`src/design/bat_defs.svh`:
```
/*
 Register indices, field positions, reset values and timing counts of the
 biphase audio transmitter. Assumes byte address = 4 x index on the bus.
*/
`ifndef BAT_DEFS_SVH
`define BAT_DEFS_SVH

// -------------------------------------------------------------
// Register indices
// -------------------------------------------------------------
`define BAT_IDX_CTRL1      6'h00
`define BAT_IDX_RESV       6'h01
`define BAT_IDX_CTRL2      6'h02
`define BAT_IDX_TX         6'h03
`define BAT_IDX_CS0        6'h04
`define BAT_IDX_CS5        6'h09
`define BAT_IDX_ASSIGN     6'h0C
`define BAT_IDX_STATUS     6'h0D
`define BAT_IDX_PERIOD     6'h0E

// -------------------------------------------------------------
// Field positions and reset values
// -------------------------------------------------------------
`define BAT_C1_TIMING_RESET_N        0
`define BAT_C1_PW          1
`define BAT_C1_FMT         2
`define BAT_C2_SEL         0
`define BAT_C2_MODE        2
`define BAT_TX_TXE         0
`define BAT_TX_V           1
`define BAT_C1_FIXED       4'h8
`define BAT_RESV_VAL       8'h5B
`define BAT_TX_FIXED       6'h20
`define BAT_RST_FMT        2'h3
`define BAT_RST_SEL        2'h0
`define BAT_RST_CS         42'h00000000004

// -------------------------------------------------------------
// Timing counts
// -------------------------------------------------------------
`define BAT_INIT_BCLKS     4'h8
`define BAT_LAST_FRAME     8'hBF
`define BAT_CS_BITS        8'h2A
`define BAT_STATES_PER_FS  17'h00080
`define BAT_PERIOD_MAX     16'hFFFF

`endif

```
`src/design/bat_pkg.sv`:
```
/*
 Types of the biphase audio transmitter.
 Assumes bat_defs.svh supplies the numeric constants.
*/
package bat_pkg;

    typedef enum logic [1:0] {
        BAT_ST_HOLD,
        BAT_ST_INIT,
        BAT_ST_MEASURE,
        BAT_ST_RUN
    } bat_state_e;

    typedef enum logic [1:0] {
        BAT_PRE_B,
        BAT_PRE_M,
        BAT_PRE_W
    } bat_pre_e;

endpackage

```
`src/design/bat_top.sv`:
```
/*
 Biphase-mark audio transmitter: serial audio capture, block framing,
 biphase line coding and AXI4-Lite register file.
 Assumes REF_CLK is the master clock; audio pins are asynchronous.
*/
// Behaviour
// RQ1 - Run only after 8 bit clocks past release
// RQ2 - Controller pulses powerdown reset after power-up
// RQ3 - Master and channel clock share one source
// RQ4 - Listed master clock ratios and rates supported
// RQ5 - Ratio self-detected, no configuration needed
// RQ6 - MSB-first two's complement, rising bit clock
// RQ7 - Format select picks one of four formats
// RQ8 - Source zeroes low bits for 16-bit I2S
// RQ9 - No bit clock rise on channel edges
// RQ10 - Input select chooses serial input or bypass
// RQ11 - 192 frames, two sub-frames, 32 slots
// RQ12 - Biphase-mark coding of every data slot
// RQ13 - Block, channel-1, channel-2 preambles in slots 0-3
// RQ14 - Preamble patterns, complemented after high state
// RQ15 - Sample in slots 4-27, 16-bit zero-padded
// RQ16 - Slot 28 carries validity flag
// RQ17 - Slot 29 carries user data bit
// RQ18 - Slot 30 carries channel status bit
// RQ19 - Slot 31 gives even parity
// RQ20 - Frames back to back at fixed rate
// RQ21 - Left in channel 1, right in 2
// RQ22 - Consumer mode channel bits from assign control
// RQ23 - Line low in powerdown, reset, off, stopped
// RQ24 - 42-bit status buffer with its defaults
// RQ25 - Timing reset keeps configuration registers
// RQ26 - Unbuffered status and user bits sent zero
// RQ27 - Frame counter 0 to 191 wraps
`timescale 1ns/1ps
`include "bat_defs.svh"

module bat_top
    import bat_pkg::*;
(
    input  wire logic        REF_CLK,
    input  wire logic        RESET,
    input  wire logic        CE,
    input  wire logic        BIT_CLOCK_IN,
    input  wire logic        CHANNEL_CLOCK_IN,
    input  wire logic        SERIAL_INPUT_ONE,
    input  wire logic        SERIAL_INPUT_TWO,
    input  wire logic        POWERDOWN_RESET_N,
    output logic             TX_LINE_OUT,
    input  wire logic [7:0]  S_AXI_AWADDR,
    input  wire logic        S_AXI_AWVALID,
    output logic             S_AXI_AWREADY,
    input  wire logic [31:0] S_AXI_WDATA,
    input  wire logic [3:0]  S_AXI_WSTRB,
    input  wire logic        S_AXI_WVALID,
    output logic             S_AXI_WREADY,
    output logic [1:0]       S_AXI_BRESP,
    output logic             S_AXI_BVALID,
    input  wire logic        S_AXI_BREADY,
    input  wire logic [7:0]  S_AXI_ARADDR,
    input  wire logic        S_AXI_ARVALID,
    output logic             S_AXI_ARREADY,
    output logic [31:0]      S_AXI_RDATA,
    output logic [1:0]       S_AXI_RRESP,
    output logic             S_AXI_RVALID,
    input  wire logic        S_AXI_RREADY
);

    // -------------------------------------------------------------
    // Functions
    // -------------------------------------------------------------
    function automatic logic is_left(input logic [1:0] fmt, input logic lr);
        is_left = (fmt == 2'h3) ? ~lr : lr;
    endfunction

    function automatic logic mapped(input logic [5:0] idx);
        mapped = (idx <= `BAT_IDX_CS5) || (idx == `BAT_IDX_ASSIGN)
              || (idx == `BAT_IDX_STATUS) || (idx == `BAT_IDX_PERIOD);
    endfunction

    // -------------------------------------------------------------
    // Pin synchronisers
    // -------------------------------------------------------------
    logic [4:0] meta_reg;
    logic [4:0] sync_reg;
    logic       bclk_last_reg;
    logic       lr_last_reg;

    always_ff @(posedge REF_CLK) begin
        if (RESET) begin
            meta_reg      <= 5'h00;
            sync_reg      <= 5'h00;
            bclk_last_reg <= 1'b0;
            lr_last_reg   <= 1'b0;
        end else if (CE) begin
            meta_reg      <= {POWERDOWN_RESET_N, SERIAL_INPUT_TWO, SERIAL_INPUT_ONE,
                              CHANNEL_CLOCK_IN, BIT_CLOCK_IN};
            sync_reg      <= meta_reg;
            bclk_last_reg <= sync_reg[0];
            lr_last_reg   <= sync_reg[1];
        end
    end

    logic bclk_rise;
    logic lr_s;
    logic lr_rise;
    logic pdn_s;
    assign bclk_rise = sync_reg[0] & ~bclk_last_reg;
    assign lr_s      = sync_reg[1];
    assign lr_rise   = lr_s & ~lr_last_reg;
    assign pdn_s     = sync_reg[4];

    // -------------------------------------------------------------
    // Configuration registers
    // -------------------------------------------------------------
    logic        timing_reset_n_reg;
    logic        pw_reg;
    logic [1:0]  fmt_reg;
    logic        mode_reg;
    logic [1:0]  sel_reg;
    logic        v_reg;
    logic        txe_reg;
    logic [41:0] cs_reg;
    logic        assign_reg;
    logic        reg_clear;
    logic        wr_do;
    logic [5:0]  aw_idx_reg;
    logic [31:0] wdata_reg;
    logic        wstrb0_reg;

    assign reg_clear = RESET | ~pdn_s;

    always_ff @(posedge REF_CLK) begin
        if (reg_clear) begin
            timing_reset_n_reg   <= 1'b1;
            pw_reg     <= 1'b1;
            fmt_reg    <= `BAT_RST_FMT;
            mode_reg   <= 1'b0;
            sel_reg    <= `BAT_RST_SEL;
            v_reg      <= 1'b0;
            txe_reg    <= 1'b1;
            cs_reg     <= `BAT_RST_CS;              // [RQ24]
            assign_reg <= 1'b0;
        end else if (CE && wr_do && wstrb0_reg) begin
            unique case (aw_idx_reg)
                `BAT_IDX_CTRL1: begin
                    timing_reset_n_reg <= wdata_reg[`BAT_C1_TIMING_RESET_N];
                    pw_reg   <= wdata_reg[`BAT_C1_PW];
                    fmt_reg  <= wdata_reg[`BAT_C1_FMT +: 2];
                end
                `BAT_IDX_CTRL2: begin
                    sel_reg  <= wdata_reg[`BAT_C2_SEL +: 2];
                    mode_reg <= wdata_reg[`BAT_C2_MODE];
                end
                `BAT_IDX_TX: begin
                    txe_reg <= wdata_reg[`BAT_TX_TXE];
                    v_reg   <= wdata_reg[`BAT_TX_V];
                end
                `BAT_IDX_ASSIGN: assign_reg <= wdata_reg[0];
                6'h04, 6'h05, 6'h06, 6'h07, 6'h08:
                    cs_reg[8 * (aw_idx_reg - `BAT_IDX_CS0) +: 8] <= wdata_reg[7:0];
                `BAT_IDX_CS5: cs_reg[41:40] <= wdata_reg[1:0];
                default: ;
            endcase
        end
    end

    // -------------------------------------------------------------
    // Timing sequencer
    // -------------------------------------------------------------
    bat_state_e  st_reg;
    logic        timing_clr;
    logic [3:0]  init_cnt_reg;
    logic [15:0] per_cnt_reg;
    logic [15:0] period_reg;
    logic        seen_reg;
    logic        per_ok_reg;

    assign timing_clr = reg_clear | ~timing_reset_n_reg | ~pw_reg;   // [RQ25]

    always_ff @(posedge REF_CLK) begin
        if (timing_clr) begin
            st_reg       <= BAT_ST_HOLD;
            init_cnt_reg <= 4'h0;
        end else if (CE) begin
            unique case (st_reg)
                BAT_ST_HOLD: st_reg <= BAT_ST_INIT;
                BAT_ST_INIT: if (bclk_rise) begin
                    init_cnt_reg <= init_cnt_reg + 4'h1;
                    if (init_cnt_reg == `BAT_INIT_BCLKS - 4'h1)
                        st_reg <= BAT_ST_MEASURE;                  // [RQ1]
                end
                BAT_ST_MEASURE: if (per_ok_reg) st_reg <= BAT_ST_RUN;
                BAT_ST_RUN: if (!per_ok_reg) st_reg <= BAT_ST_MEASURE;
            endcase
        end
    end

    // Channel clock period in master clocks sets the division
    always_ff @(posedge REF_CLK) begin
        if (timing_clr) begin
            per_cnt_reg <= 16'h0000;
            period_reg  <= 16'h0000;
            seen_reg    <= 1'b0;
            per_ok_reg  <= 1'b0;
        end else if (CE) begin
            if (lr_rise) begin
                per_cnt_reg <= 16'h0000;
                period_reg  <= per_cnt_reg + 16'h0001;                // [RQ4] [RQ5]
                seen_reg    <= 1'b1;
                per_ok_reg  <= seen_reg;
            end else if (per_cnt_reg == `BAT_PERIOD_MAX) begin
                seen_reg   <= 1'b0;
                per_ok_reg <= 1'b0;
            end else begin
                per_cnt_reg <= per_cnt_reg + 16'h0001;
            end
        end
    end

    // -------------------------------------------------------------
    // Serial audio capture
    // -------------------------------------------------------------
    logic        din;
    logic        lr_bit_reg;
    logic [5:0]  bit_cnt_reg;
    logic [23:0] sh_reg;
    logic [23:0] left_reg;
    logic [23:0] right_reg;
    logic        cap_now;
    logic        cap_chan;
    logic [23:0] cap_word;

    assign din = (mode_reg && sel_reg != 2'h0) ? sync_reg[3] : sync_reg[2];  // [RQ10]

    always_comb begin
        cap_now  = 1'b0;
        cap_chan = lr_bit_reg;
        cap_word = {sh_reg[22:0], din};
        if (lr_s != lr_bit_reg) begin
            cap_now = (fmt_reg[1] == 1'b0) || (fmt_reg == 2'h3 && bit_cnt_reg == 6'h0F);
            unique case (fmt_reg)
                2'h0: cap_word = {sh_reg[15:0], 8'h00};                    // [RQ15]
                2'h1: cap_word = sh_reg;
                default: cap_word = {sh_reg[14:0], din, 8'h00};
            endcase
        end else begin
            cap_now = (fmt_reg == 2'h2 && bit_cnt_reg == 6'h17)
                   || (fmt_reg == 2'h3 && bit_cnt_reg == 6'h18);           // [RQ7]
        end
    end

    always_ff @(posedge REF_CLK) begin
        if (timing_clr) begin
            lr_bit_reg  <= 1'b0;
            bit_cnt_reg <= 6'h00;
            sh_reg      <= 24'h000000;
            left_reg    <= 24'h000000;
            right_reg   <= 24'h000000;
        end else if (CE && bclk_rise) begin
            sh_reg     <= {sh_reg[22:0], din};                            // [RQ6]
            lr_bit_reg <= lr_s;
            if (lr_s != lr_bit_reg)
                bit_cnt_reg <= 6'h01;
            else if (bit_cnt_reg != 6'h3F)
                bit_cnt_reg <= bit_cnt_reg + 6'h01;
            if (cap_now && is_left(fmt_reg, cap_chan))
                left_reg <= cap_word;                                     // [RQ21]
            if (cap_now && !is_left(fmt_reg, cap_chan))
                right_reg <= cap_word;
        end
    end

    // -------------------------------------------------------------
    // Frame engine and biphase coder
    // -------------------------------------------------------------
    logic [16:0] acc_reg;
    logic [16:0] acc_sum;
    logic        strobe;
    logic        half_reg;
    logic [4:0]  slot_reg;
    logic        sub_reg;
    logic [7:0]  frame_reg;
    logic [31:0] word_reg;
    logic        line_reg;
    logic        prev_reg;
    logic        load;
    logic        cs_bit;
    logic [23:0] smp;
    logic [7:0]  pat;
    logic        pre_inv;
    bat_pre_e    pre;

    assign acc_sum = acc_reg + `BAT_STATES_PER_FS;
    assign strobe  = (st_reg == BAT_ST_RUN) && (acc_sum >= {1'b0, period_reg});
    assign load    = strobe && slot_reg == 5'h00 && !half_reg;
    assign smp     = sub_reg ? right_reg : left_reg;
    assign pre_inv = load ? line_reg : prev_reg;

    always_comb begin
        if (!sub_reg && frame_reg == 8'h00)
            pre = BAT_PRE_B;                                              // [RQ13]
        else if (!sub_reg)
            pre = BAT_PRE_M;
        else
            pre = BAT_PRE_W;
        unique case (pre)
            BAT_PRE_B: pat = 8'hE8;                                      // [RQ14]
            BAT_PRE_M: pat = 8'hE2;
            default:   pat = 8'hE4;
        endcase
        cs_bit = (frame_reg < `BAT_CS_BITS) ? cs_reg[frame_reg[5:0]] : 1'b0;  // [RQ26]
        if (!cs_reg[0] && frame_reg >= 8'h14 && frame_reg <= 8'h17)
            cs_bit = assign_reg && (frame_reg == (sub_reg ? 8'h15 : 8'h14));  // [RQ22]
    end

    always_ff @(posedge REF_CLK) begin
        if (timing_clr || st_reg != BAT_ST_RUN) begin
            acc_reg   <= 17'h00000;
            half_reg  <= 1'b0;
            slot_reg  <= 5'h00;
            sub_reg   <= 1'b0;
            frame_reg <= 8'h00;
            word_reg  <= 32'h00000000;
            line_reg  <= 1'b0;
            prev_reg  <= 1'b0;
        end else if (CE) begin
            acc_reg <= strobe ? acc_sum - {1'b0, period_reg} : acc_sum;   // [RQ20]
            if (strobe) begin
                half_reg <= ~half_reg;
                if (half_reg) begin
                    slot_reg <= slot_reg + 5'h01;
                    if (slot_reg == 5'h1F) begin
                        sub_reg <= ~sub_reg;                              // [RQ11]
                        if (sub_reg)
                            frame_reg <= (frame_reg == `BAT_LAST_FRAME) ? 8'h00
                                       : frame_reg + 8'h01;               // [RQ27]
                    end
                end
                if (load) begin
                    prev_reg <= line_reg;
                    word_reg <= {^{cs_bit, 1'b0, v_reg, smp},             // [RQ19]
                                 cs_bit, 1'b0, v_reg, smp, 4'h0};         // [RQ16] [RQ17] [RQ18]
                end
                if (slot_reg < 5'h04)
                    line_reg <= pat[3'h7 - {slot_reg[1:0], half_reg}] ^ pre_inv;
                else if (!half_reg)
                    line_reg <= ~line_reg;                                // [RQ12]
                else
                    line_reg <= line_reg ^ word_reg[slot_reg];
            end
        end
    end

    // Output gating and bypass path
    always_ff @(posedge REF_CLK) begin
        if (reg_clear) begin
            TX_LINE_OUT <= 1'b0;
        end else if (CE) begin
            if (!timing_reset_n_reg || !pw_reg || !txe_reg)
                TX_LINE_OUT <= 1'b0;                                      // [RQ23]
            else if (mode_reg && sel_reg == 2'h2)
                TX_LINE_OUT <= sync_reg[3];
            else if (mode_reg && sel_reg == 2'h3)
                TX_LINE_OUT <= 1'b0;
            else
                TX_LINE_OUT <= (st_reg == BAT_ST_RUN) && line_reg;
        end
    end

    // -------------------------------------------------------------
    // AXI4-Lite slave
    // -------------------------------------------------------------
    logic aw_have_reg;
    logic w_have_reg;

    assign S_AXI_AWREADY = !aw_have_reg;
    assign S_AXI_WREADY  = !w_have_reg;
    assign S_AXI_ARREADY = !S_AXI_RVALID;
    assign wr_do         = aw_have_reg && w_have_reg && !S_AXI_BVALID;

    always_ff @(posedge REF_CLK) begin
        if (RESET) begin
            aw_have_reg  <= 1'b0;
            w_have_reg   <= 1'b0;
            aw_idx_reg   <= 6'h00;
            wdata_reg    <= 32'h00000000;
            wstrb0_reg   <= 1'b0;
            S_AXI_BVALID <= 1'b0;
            S_AXI_BRESP  <= 2'h0;
        end else if (CE) begin
            if (S_AXI_AWVALID && !aw_have_reg) begin
                aw_have_reg <= 1'b1;
                aw_idx_reg  <= S_AXI_AWADDR[7:2];
            end
            if (S_AXI_WVALID && !w_have_reg) begin
                w_have_reg <= 1'b1;
                wdata_reg  <= S_AXI_WDATA;
                wstrb0_reg <= S_AXI_WSTRB[0];
            end
            if (wr_do) begin
                aw_have_reg  <= 1'b0;
                w_have_reg   <= 1'b0;
                S_AXI_BVALID <= 1'b1;
                S_AXI_BRESP  <= mapped(aw_idx_reg) ? 2'h0 : 2'h2;
            end else if (S_AXI_BREADY) begin
                S_AXI_BVALID <= 1'b0;
            end
        end
    end

    logic [31:0] rd_mux;
    always_comb begin
        rd_mux = 32'h00000000;
        unique case (S_AXI_ARADDR[7:2])
            `BAT_IDX_CTRL1:  rd_mux[7:0] = {`BAT_C1_FIXED, fmt_reg, pw_reg, timing_reset_n_reg};
            `BAT_IDX_RESV:   rd_mux[7:0] = `BAT_RESV_VAL;
            `BAT_IDX_CTRL2:  rd_mux[7:0] = {5'h00, mode_reg, sel_reg};
            `BAT_IDX_TX:     rd_mux[7:0] = {`BAT_TX_FIXED, v_reg, txe_reg};
            6'h04, 6'h05, 6'h06, 6'h07, 6'h08:
                rd_mux[7:0] = cs_reg[8 * (S_AXI_ARADDR[7:2] - `BAT_IDX_CS0) +: 8];
            `BAT_IDX_CS5:    rd_mux[1:0] = cs_reg[41:40];
            `BAT_IDX_ASSIGN: rd_mux[0] = assign_reg;
            `BAT_IDX_STATUS: rd_mux[10:0] = {st_reg, sub_reg, frame_reg};
            `BAT_IDX_PERIOD: rd_mux[15:0] = period_reg;
            default: ;
        endcase
    end

    always_ff @(posedge REF_CLK) begin
        if (RESET) begin
            S_AXI_RVALID <= 1'b0;
            S_AXI_RDATA  <= 32'h00000000;
            S_AXI_RRESP  <= 2'h0;
        end else if (CE) begin
            if (S_AXI_ARVALID && !S_AXI_RVALID) begin
                S_AXI_RVALID <= 1'b1;
                S_AXI_RDATA  <= rd_mux;
                S_AXI_RRESP  <= mapped(S_AXI_ARADDR[7:2]) ? 2'h0 : 2'h2;
            end else if (S_AXI_RREADY) begin
                S_AXI_RVALID <= 1'b0;
            end
        end
    end
endmodule // bat_top

```
`config.mk`:
```
export PLATFORM = sky130hd
export DESIGN_NAME = bat_top
export DESIGN_NICKNAME = d
export VERILOG_FILES = /design/src/design/bat_pkg.sv /design/src/design/bat_top.sv
export VERILOG_INCLUDE_DIRS = /design/src /design/src/design
export SDC_FILE = /design/constraint.sdc
export NUM_CORES = 1
export LEC_CHECK = 0
export CAP_MARGIN = 20
export CORE_ASPECT_RATIO = 1.5
export CORE_UTILIZATION = 35
export CTS_BUF_LIST = sky130_fd_sc_hd__clkbuf_4 sky130_fd_sc_hd__clkbuf_8
export CTS_CLUSTER_SIZE = 8
export DETAILED_ROUTE_END_ITERATION = 12
export DONT_BUFFER_PORTS = 1
export GPL_TIMING_DRIVEN = 0
export SYNTH_ARGS = -nofsm -noshare
export SYNTH_HDL_FRONTEND = slang
export SYNTH_SLANG_ARGS = --single-unit
export TNS_END_PERCENT = 30
```
`constraint.sdc`:
```
create_clock -name REF_CLK -period 9.75 [get_ports REF_CLK]
set_input_delay 0.975 -clock REF_CLK [delete_from_list [all_inputs] [get_ports REF_CLK]]
set_output_delay 0.975 -clock REF_CLK [all_outputs]
set_load 0.02 [all_outputs]
```
# After elaboration in Yosys (flattened, before gate mapping)
# Index checks and enable logic that the tools add are counted.
dict set report word_totals {
  ff_bits 284
  inputBits 65
}
dict set report classes {
  n_addsub 11
  n_lt_le_gt_ge 10
  eq_ne 48
  n_shift 3
  muxes 55
  n_bitwise 17
  n_reduce_logical 91
}
# op n
set ops {}
lappend ops {{equality test 6 x 4 -> 1 bit (second input constant)} 11}
lappend ops {{equality test 6 x 3 -> 1 bit (second input constant)} 8}
lappend ops {{two-way mux 24 bit} 2}
lappend ops {{one-hot mux 24 bit (2 select lines)} 1}
lappend ops {{bitwise mux 42 bit} 1}
lappend ops {{one-hot mux 6 bit (7 select lines)} 1}
lappend ops {{AND reduction 2 bit} 21}
lappend ops {{variable shift 8 x 34 -> 42 bit (first input constant)} 1}
lappend ops {{indexed part select 42 x 33 -> 8 bit} 1}
lappend ops {{indexed part select 8 x 34 -> 42 bit} 1}
lappend ops {{negator 32 -> 34 bit} 1}
lappend ops {{two-way mux 16 bit} 2}
lappend ops {{XOR reduction 27 bit} 1}
lappend ops {{two-way mux 1 bit} 26}
lappend ops {{equality test 6 x 2 -> 1 bit (second input constant)} 4}
lappend ops {{logical AND 1 bit} 24}
lappend ops {{adder 17 x 8 -> 17 bit (second input constant)} 1}
lappend ops {{>= comparator 17 x 16 -> 1 bit} 1}
lappend ops {{two-way mux 17 bit} 1}
lappend ops {{subtractor 17 x 16 -> 17 bit} 1}
lappend ops {{adder 16 x 1 -> 16 bit (second input constant)} 1}
lappend ops {{equality test 16 bit (second input constant)} 1}
lappend ops {{two-way mux 2 bit} 8}
lappend ops {{nonzero test 2 bit} 8}
lappend ops {{other kinds (51)} 107}

# Logic depth before layout (Yosys ltp)
dict set report depth {
  depth_word 9
  ltp_mapped 16
}

# Least setup slack after synthesis
# OpenSTA, ideal clock, no wires.
dict set report synth_timing {
  path_type {register to register}
  start {reg aw_idx_reg[0]}
  end {reg cs_reg[24]}
  setup_ns 0.070
  arrival_time_ns 3.200
  required_ns 9.680
  path_slack_ns 6.480
  stages_incl_launch_ff 14
  synth_period_minus_slack_ns 3.270
  cell_sequence {dfxtp_1 > clkbuf_1 > inv_1 > ha_1 > clkbuf_1 > nand4_1 > ha_1 > or4_1 > nor4_1 > nand4b_1 > nor3_4 > nor3b_4 > nand3_1 > a21oi_1}
}
dict set report synth_between {
  elab_chain_cells 4
  word_cells_on_any_way 12
  cone_classes {2 x add/sub; 5 x eq/ne; 2 x shift; 1 x mux; 2 x reduce/logical}
}
# element line_no
set synth_lines {}
lappend synth_lines {{start, declared} bat_top.sv:126} ;# logic [5:0] aw_idx_reg;
lappend synth_lines {{start signal, assigned} bat_top.sv:393} ;# aw_idx_reg <= S_AXI_AWADDR[7:2];
lappend synth_lines {{subtractor 6 x 3 -> 7 bit (no line)} n/a}
lappend synth_lines {{negator 32 -> 34 bit} bat_top.sv:160} ;# cs_reg[8 * (aw_idx_reg - `BAT_IDX_CS0) +: 8] <= wdata_reg[7:0];
lappend synth_lines {{indexed part select 8 x 34 -> 42 bit / variable shift 8 x 34 -> 42 bit (equally long branches)} bat_top.sv:160}
lappend synth_lines {{bitwise mux 42 bit} bat_top.sv:160}
lappend synth_lines {{end signal, assigned} bat_top.sv:141} ;# cs_reg <= `BAT_RST_CS;
lappend synth_lines {{end signal, assigned by index} bat_top.sv:160}
lappend synth_lines {{end, declared} bat_top.sv:122} ;# logic [41:0] cs_reg;
# Parallel ways exist; a longest one is shown, timed or not.
# A chain may end at the register's enable or synchronous reset.

# Worst setup path in the final report
dict set report layout_timing {
  start {reg aw_idx_reg[0]}
  end {reg cs_reg[25]}
}
# The elaborated chain is that of the path after synthesis.

==> summary.md <==
| Metric | Value |
|---|---|
| Family with the most delay on the worst path | simple AND/OR/NAND/NOR gates |
| Ratio of final minimum period to clock period | a little over two fifths |
| GR Layer Usage met2 | 39.1% |
| First-pass GRT wire length | 73,700 µm |
| CP Max Fanout | 10 |
| GRT overflow | 0 |
| Final net count | 2,021 |
| Cts bufs inserted | 44 |
| CTS sink cnt | 282 |
| Startpoint Class | flop |
| Num ports | between 100 and 150 |
| Worst-Margin Slew | between 1000 and 1500 ps |
| Chip height | 259 µm |
| Row count | between 90 and 100 |
| Ys Warns | 0 |
| DRC viols | 0 |
| DP Wirelength | around 36,000 µm |
| Via count | 13,700 |
| Total length of routed wires | 47,100 µm |
| RR Startpoint | aw_idx_reg[0] |
| Total GRT Usage | 20.7% |
| Crit Path Class | reg2reg |
| Top cells by area, synth | dfxtp_1 (37%), mux2i_1 (6.5%), a21oi_1 (6.2%) |
| Top cell type by total area after synthesis | dfxtp_1 |
| Post-cts hold buffer count | 0 |
| Syn Area/Cell | 8.38 µm² |
| Worst vdd ir | 110 µV |
| Gpl congestion | 0.936 |
| Worst Path Arrival | 4620 ps |
| Setup Skew | 41.8 ps |
| CTS Root Buffer Type | clkbuf_8 |
| Post-Syn Area | 15,500 µm² |
| CP max stage cell | nor3b_4 |
| Post-CTS resize count | 0 |
| Max Clk Rate | 244 MHz |
| Initial DRC Count | 785 |
| Worst path required time | 10,270 ps |
| Die footprint | approximately 45,000 µm² |
| Initial antenna violation count | 1 |
| Syn Inst Count | 1,844 |
| Antenna-violating nets left | 0 |
| Hold WS | around 460 ps |
| Number of global-route vias before repair | 13,500 |
| Starting Density | 35.7% |
| CTS tree | built |
| Clk pin slew, worst setup/hold paths | approximately 70 ps |
| Max reg flops | 42 |
| Outcome | finished clean |
| Main synth FF type | dfxtp_1 |
| Worst skew pair latency | roughly 610 ps |
| Total of max-cap violations | 0 |
| Critical Path Sink Type | flop |
| Port buffer count | 0 |
| Min-Delay Path Class | reg2reg |
| Area Growth Syn to Fin | 10.4% |
| Setup Total Neg Slack | 0 ps |
| Minimum clock period after layout | 4100 ps |
| Hold Crit Start | acc_reg[4] |
| CP Launch Point | aw_idx_reg[0] |
| Number of synthesized flops with an enable pin | 0 |
| Cell variety after synth | approximately 80 |
| Grt peak-use layer | met2 |
| Vias/cell | between 5 and 6 |
| Top cells by count, synth | dfxtp_1 (282), nor2_1 (251), a21oi_1 (192) |
| Largest net degree at the start of global routing | 13 |
| Yosys reg bits | 282 |
| Post-synth top area share | 36.5% |
| Core Footprint | 43,300 µm² |
| Die Span X | 174 µm |
| PD cells | 134 nW/µm² |
| Drt first pass iters | 5 |
| Met3 global-route usage | 3.05% |
| DR WL/cell | 18.8 µm |
| Async S/R FF share, synth | 0% |
| Final Hold Viols | 0 |
| Final Slew Violations | 0 |
| Max stage delay on crit path | roughly 440 ps |
| Layout cells sized above 1 | around a tenth |
| Slew HR | between 20% and 30% |
| Endpoints failing setup | 0 |
| RSZ-0062 raised after global routing | false |
| # H-tree levels | 2 |
| P_leak | 5.79 nW |
| Crit-path cells | clkbuf_1 > inv_1 > ha_1 > clkbuf_1 > nand4_1 > ha_1 > nor4b_1 > nand2_1 > nor4_1 > nand4b_1 > nor3_4 > nor3b_4 > nand3_1 > a21oi_1 |
| Grt met1 use | 20.7% |
| Buf/Inv on CP | 3 |
| CTS max path bufs | 3 |
| Sequential element share of the synthesized area | between 30% and 40% |
| Count leader, synth | dfxtp_1 |
| Postcts setup bufs | 0 |
[final cells by class]
type	count	area (µm²)
fill	4478	26200
tap	570	713
clock buffer	62	753
sequential	282	5650
buffer	140	673
antenna	1	2.50
multi-input combinational	1395	9030
clock inverter	6	67.6
inverter	44	165
[per-stage QoR]
| step | utilization, % | power [mW] | cells | worst slack, ps | cell area [µm²] |
|---|---|---|---|---|---|
| after CTS | 39.4 | 2.31 | 2499 | 5700 | 17100 |
| final | 39.4 | 2.29 | 2500 | 5650 | 17100 |
| after global placement | 37.5 | 1.32 | 2431 | 5820 | 16200 |
| after global routing | 39.4 | 2.37 | 2500 | 5160 | 17100 |
| after detailed placement | 37.5 | 1.32 | 2431 | 5740 | 16200 |
| after floorplan | - | 1.28 | 1861 | 6480 | 15500 |
[placed cells by master (no fill, tap or decap), drive strengths merged, types with 17 or more instances in the layout]
cell type	synthesis	final
inv	42	44
conb	1	18
nand3	92	92
and3	34	34
nand2	180	180
a21oi	194	194
o21ai	53	53
clkbuf	78	140
mux2i	101	101
nor2	251	251
a211oi	98	98
a22oi	17	17
dfxtp	282	282
ha	48	48
xnor2	57	57
xor2	38	38
nor3	21	21
buf	62	62
mux4	24	24
[where the power goes]
group / switching, mW / internal (mW) / leakage, nW
clock: 0.478 / 0.521 / 0.437
sequential: 0.0101 / 1.16 / 2.27
combinational: 0.0873 / 0.0374 / 3.08
total: 0.576 / 1.72 / 5.79
[layer usage]
layer / part of all wire (%) / vias up
met1: 36 / 6466
met2: 52 / 399
li1: - / 6633
met4: 6.9 / 0
met5: 0 / -
met3: 4.4 / 162
[worst reg2reg max path, stage by stage, from the launching register on]
cell	delay, ps
dfxtp_1	400
clkbuf_1	420
inv_1	270
ha_1	260
clkbuf_1	220
nand4_1	200
ha_1	260
nor4b_1	300
nand2_1	90
nor4_1	400
nand4b_1	210
nor3_4	240
nor3b_4	440
nand3_1	140
a21oi_1	180
[worst paths after layout]
check                             endpoint  slack (ps)  cells after the start
worst max-delay path            cs_reg[25]        5650                     14
worst min-delay path            acc_reg[4]         460                      2
worst max register to register  cs_reg[25]        5650                     14
worst min register to register  acc_reg[4]         460                      2
[cells by family after synthesis]
logic type | after synthesis | share of synthesized area [%]
adder cells (fa/ha/maj) | 49 | 4.02
buffers and inverters | 184 | 5.42
AO/OA/AOI/OAI | 431 | 18.0
AND/OR/NAND/NOR | 675 | 20.4
XOR/XNOR | 95 | 5.48
multiplexers | 127 | 10.2
other | 1 | 0.0243
flip-flops | 282 | 36.5
Power figures use the tool's default switching activity.
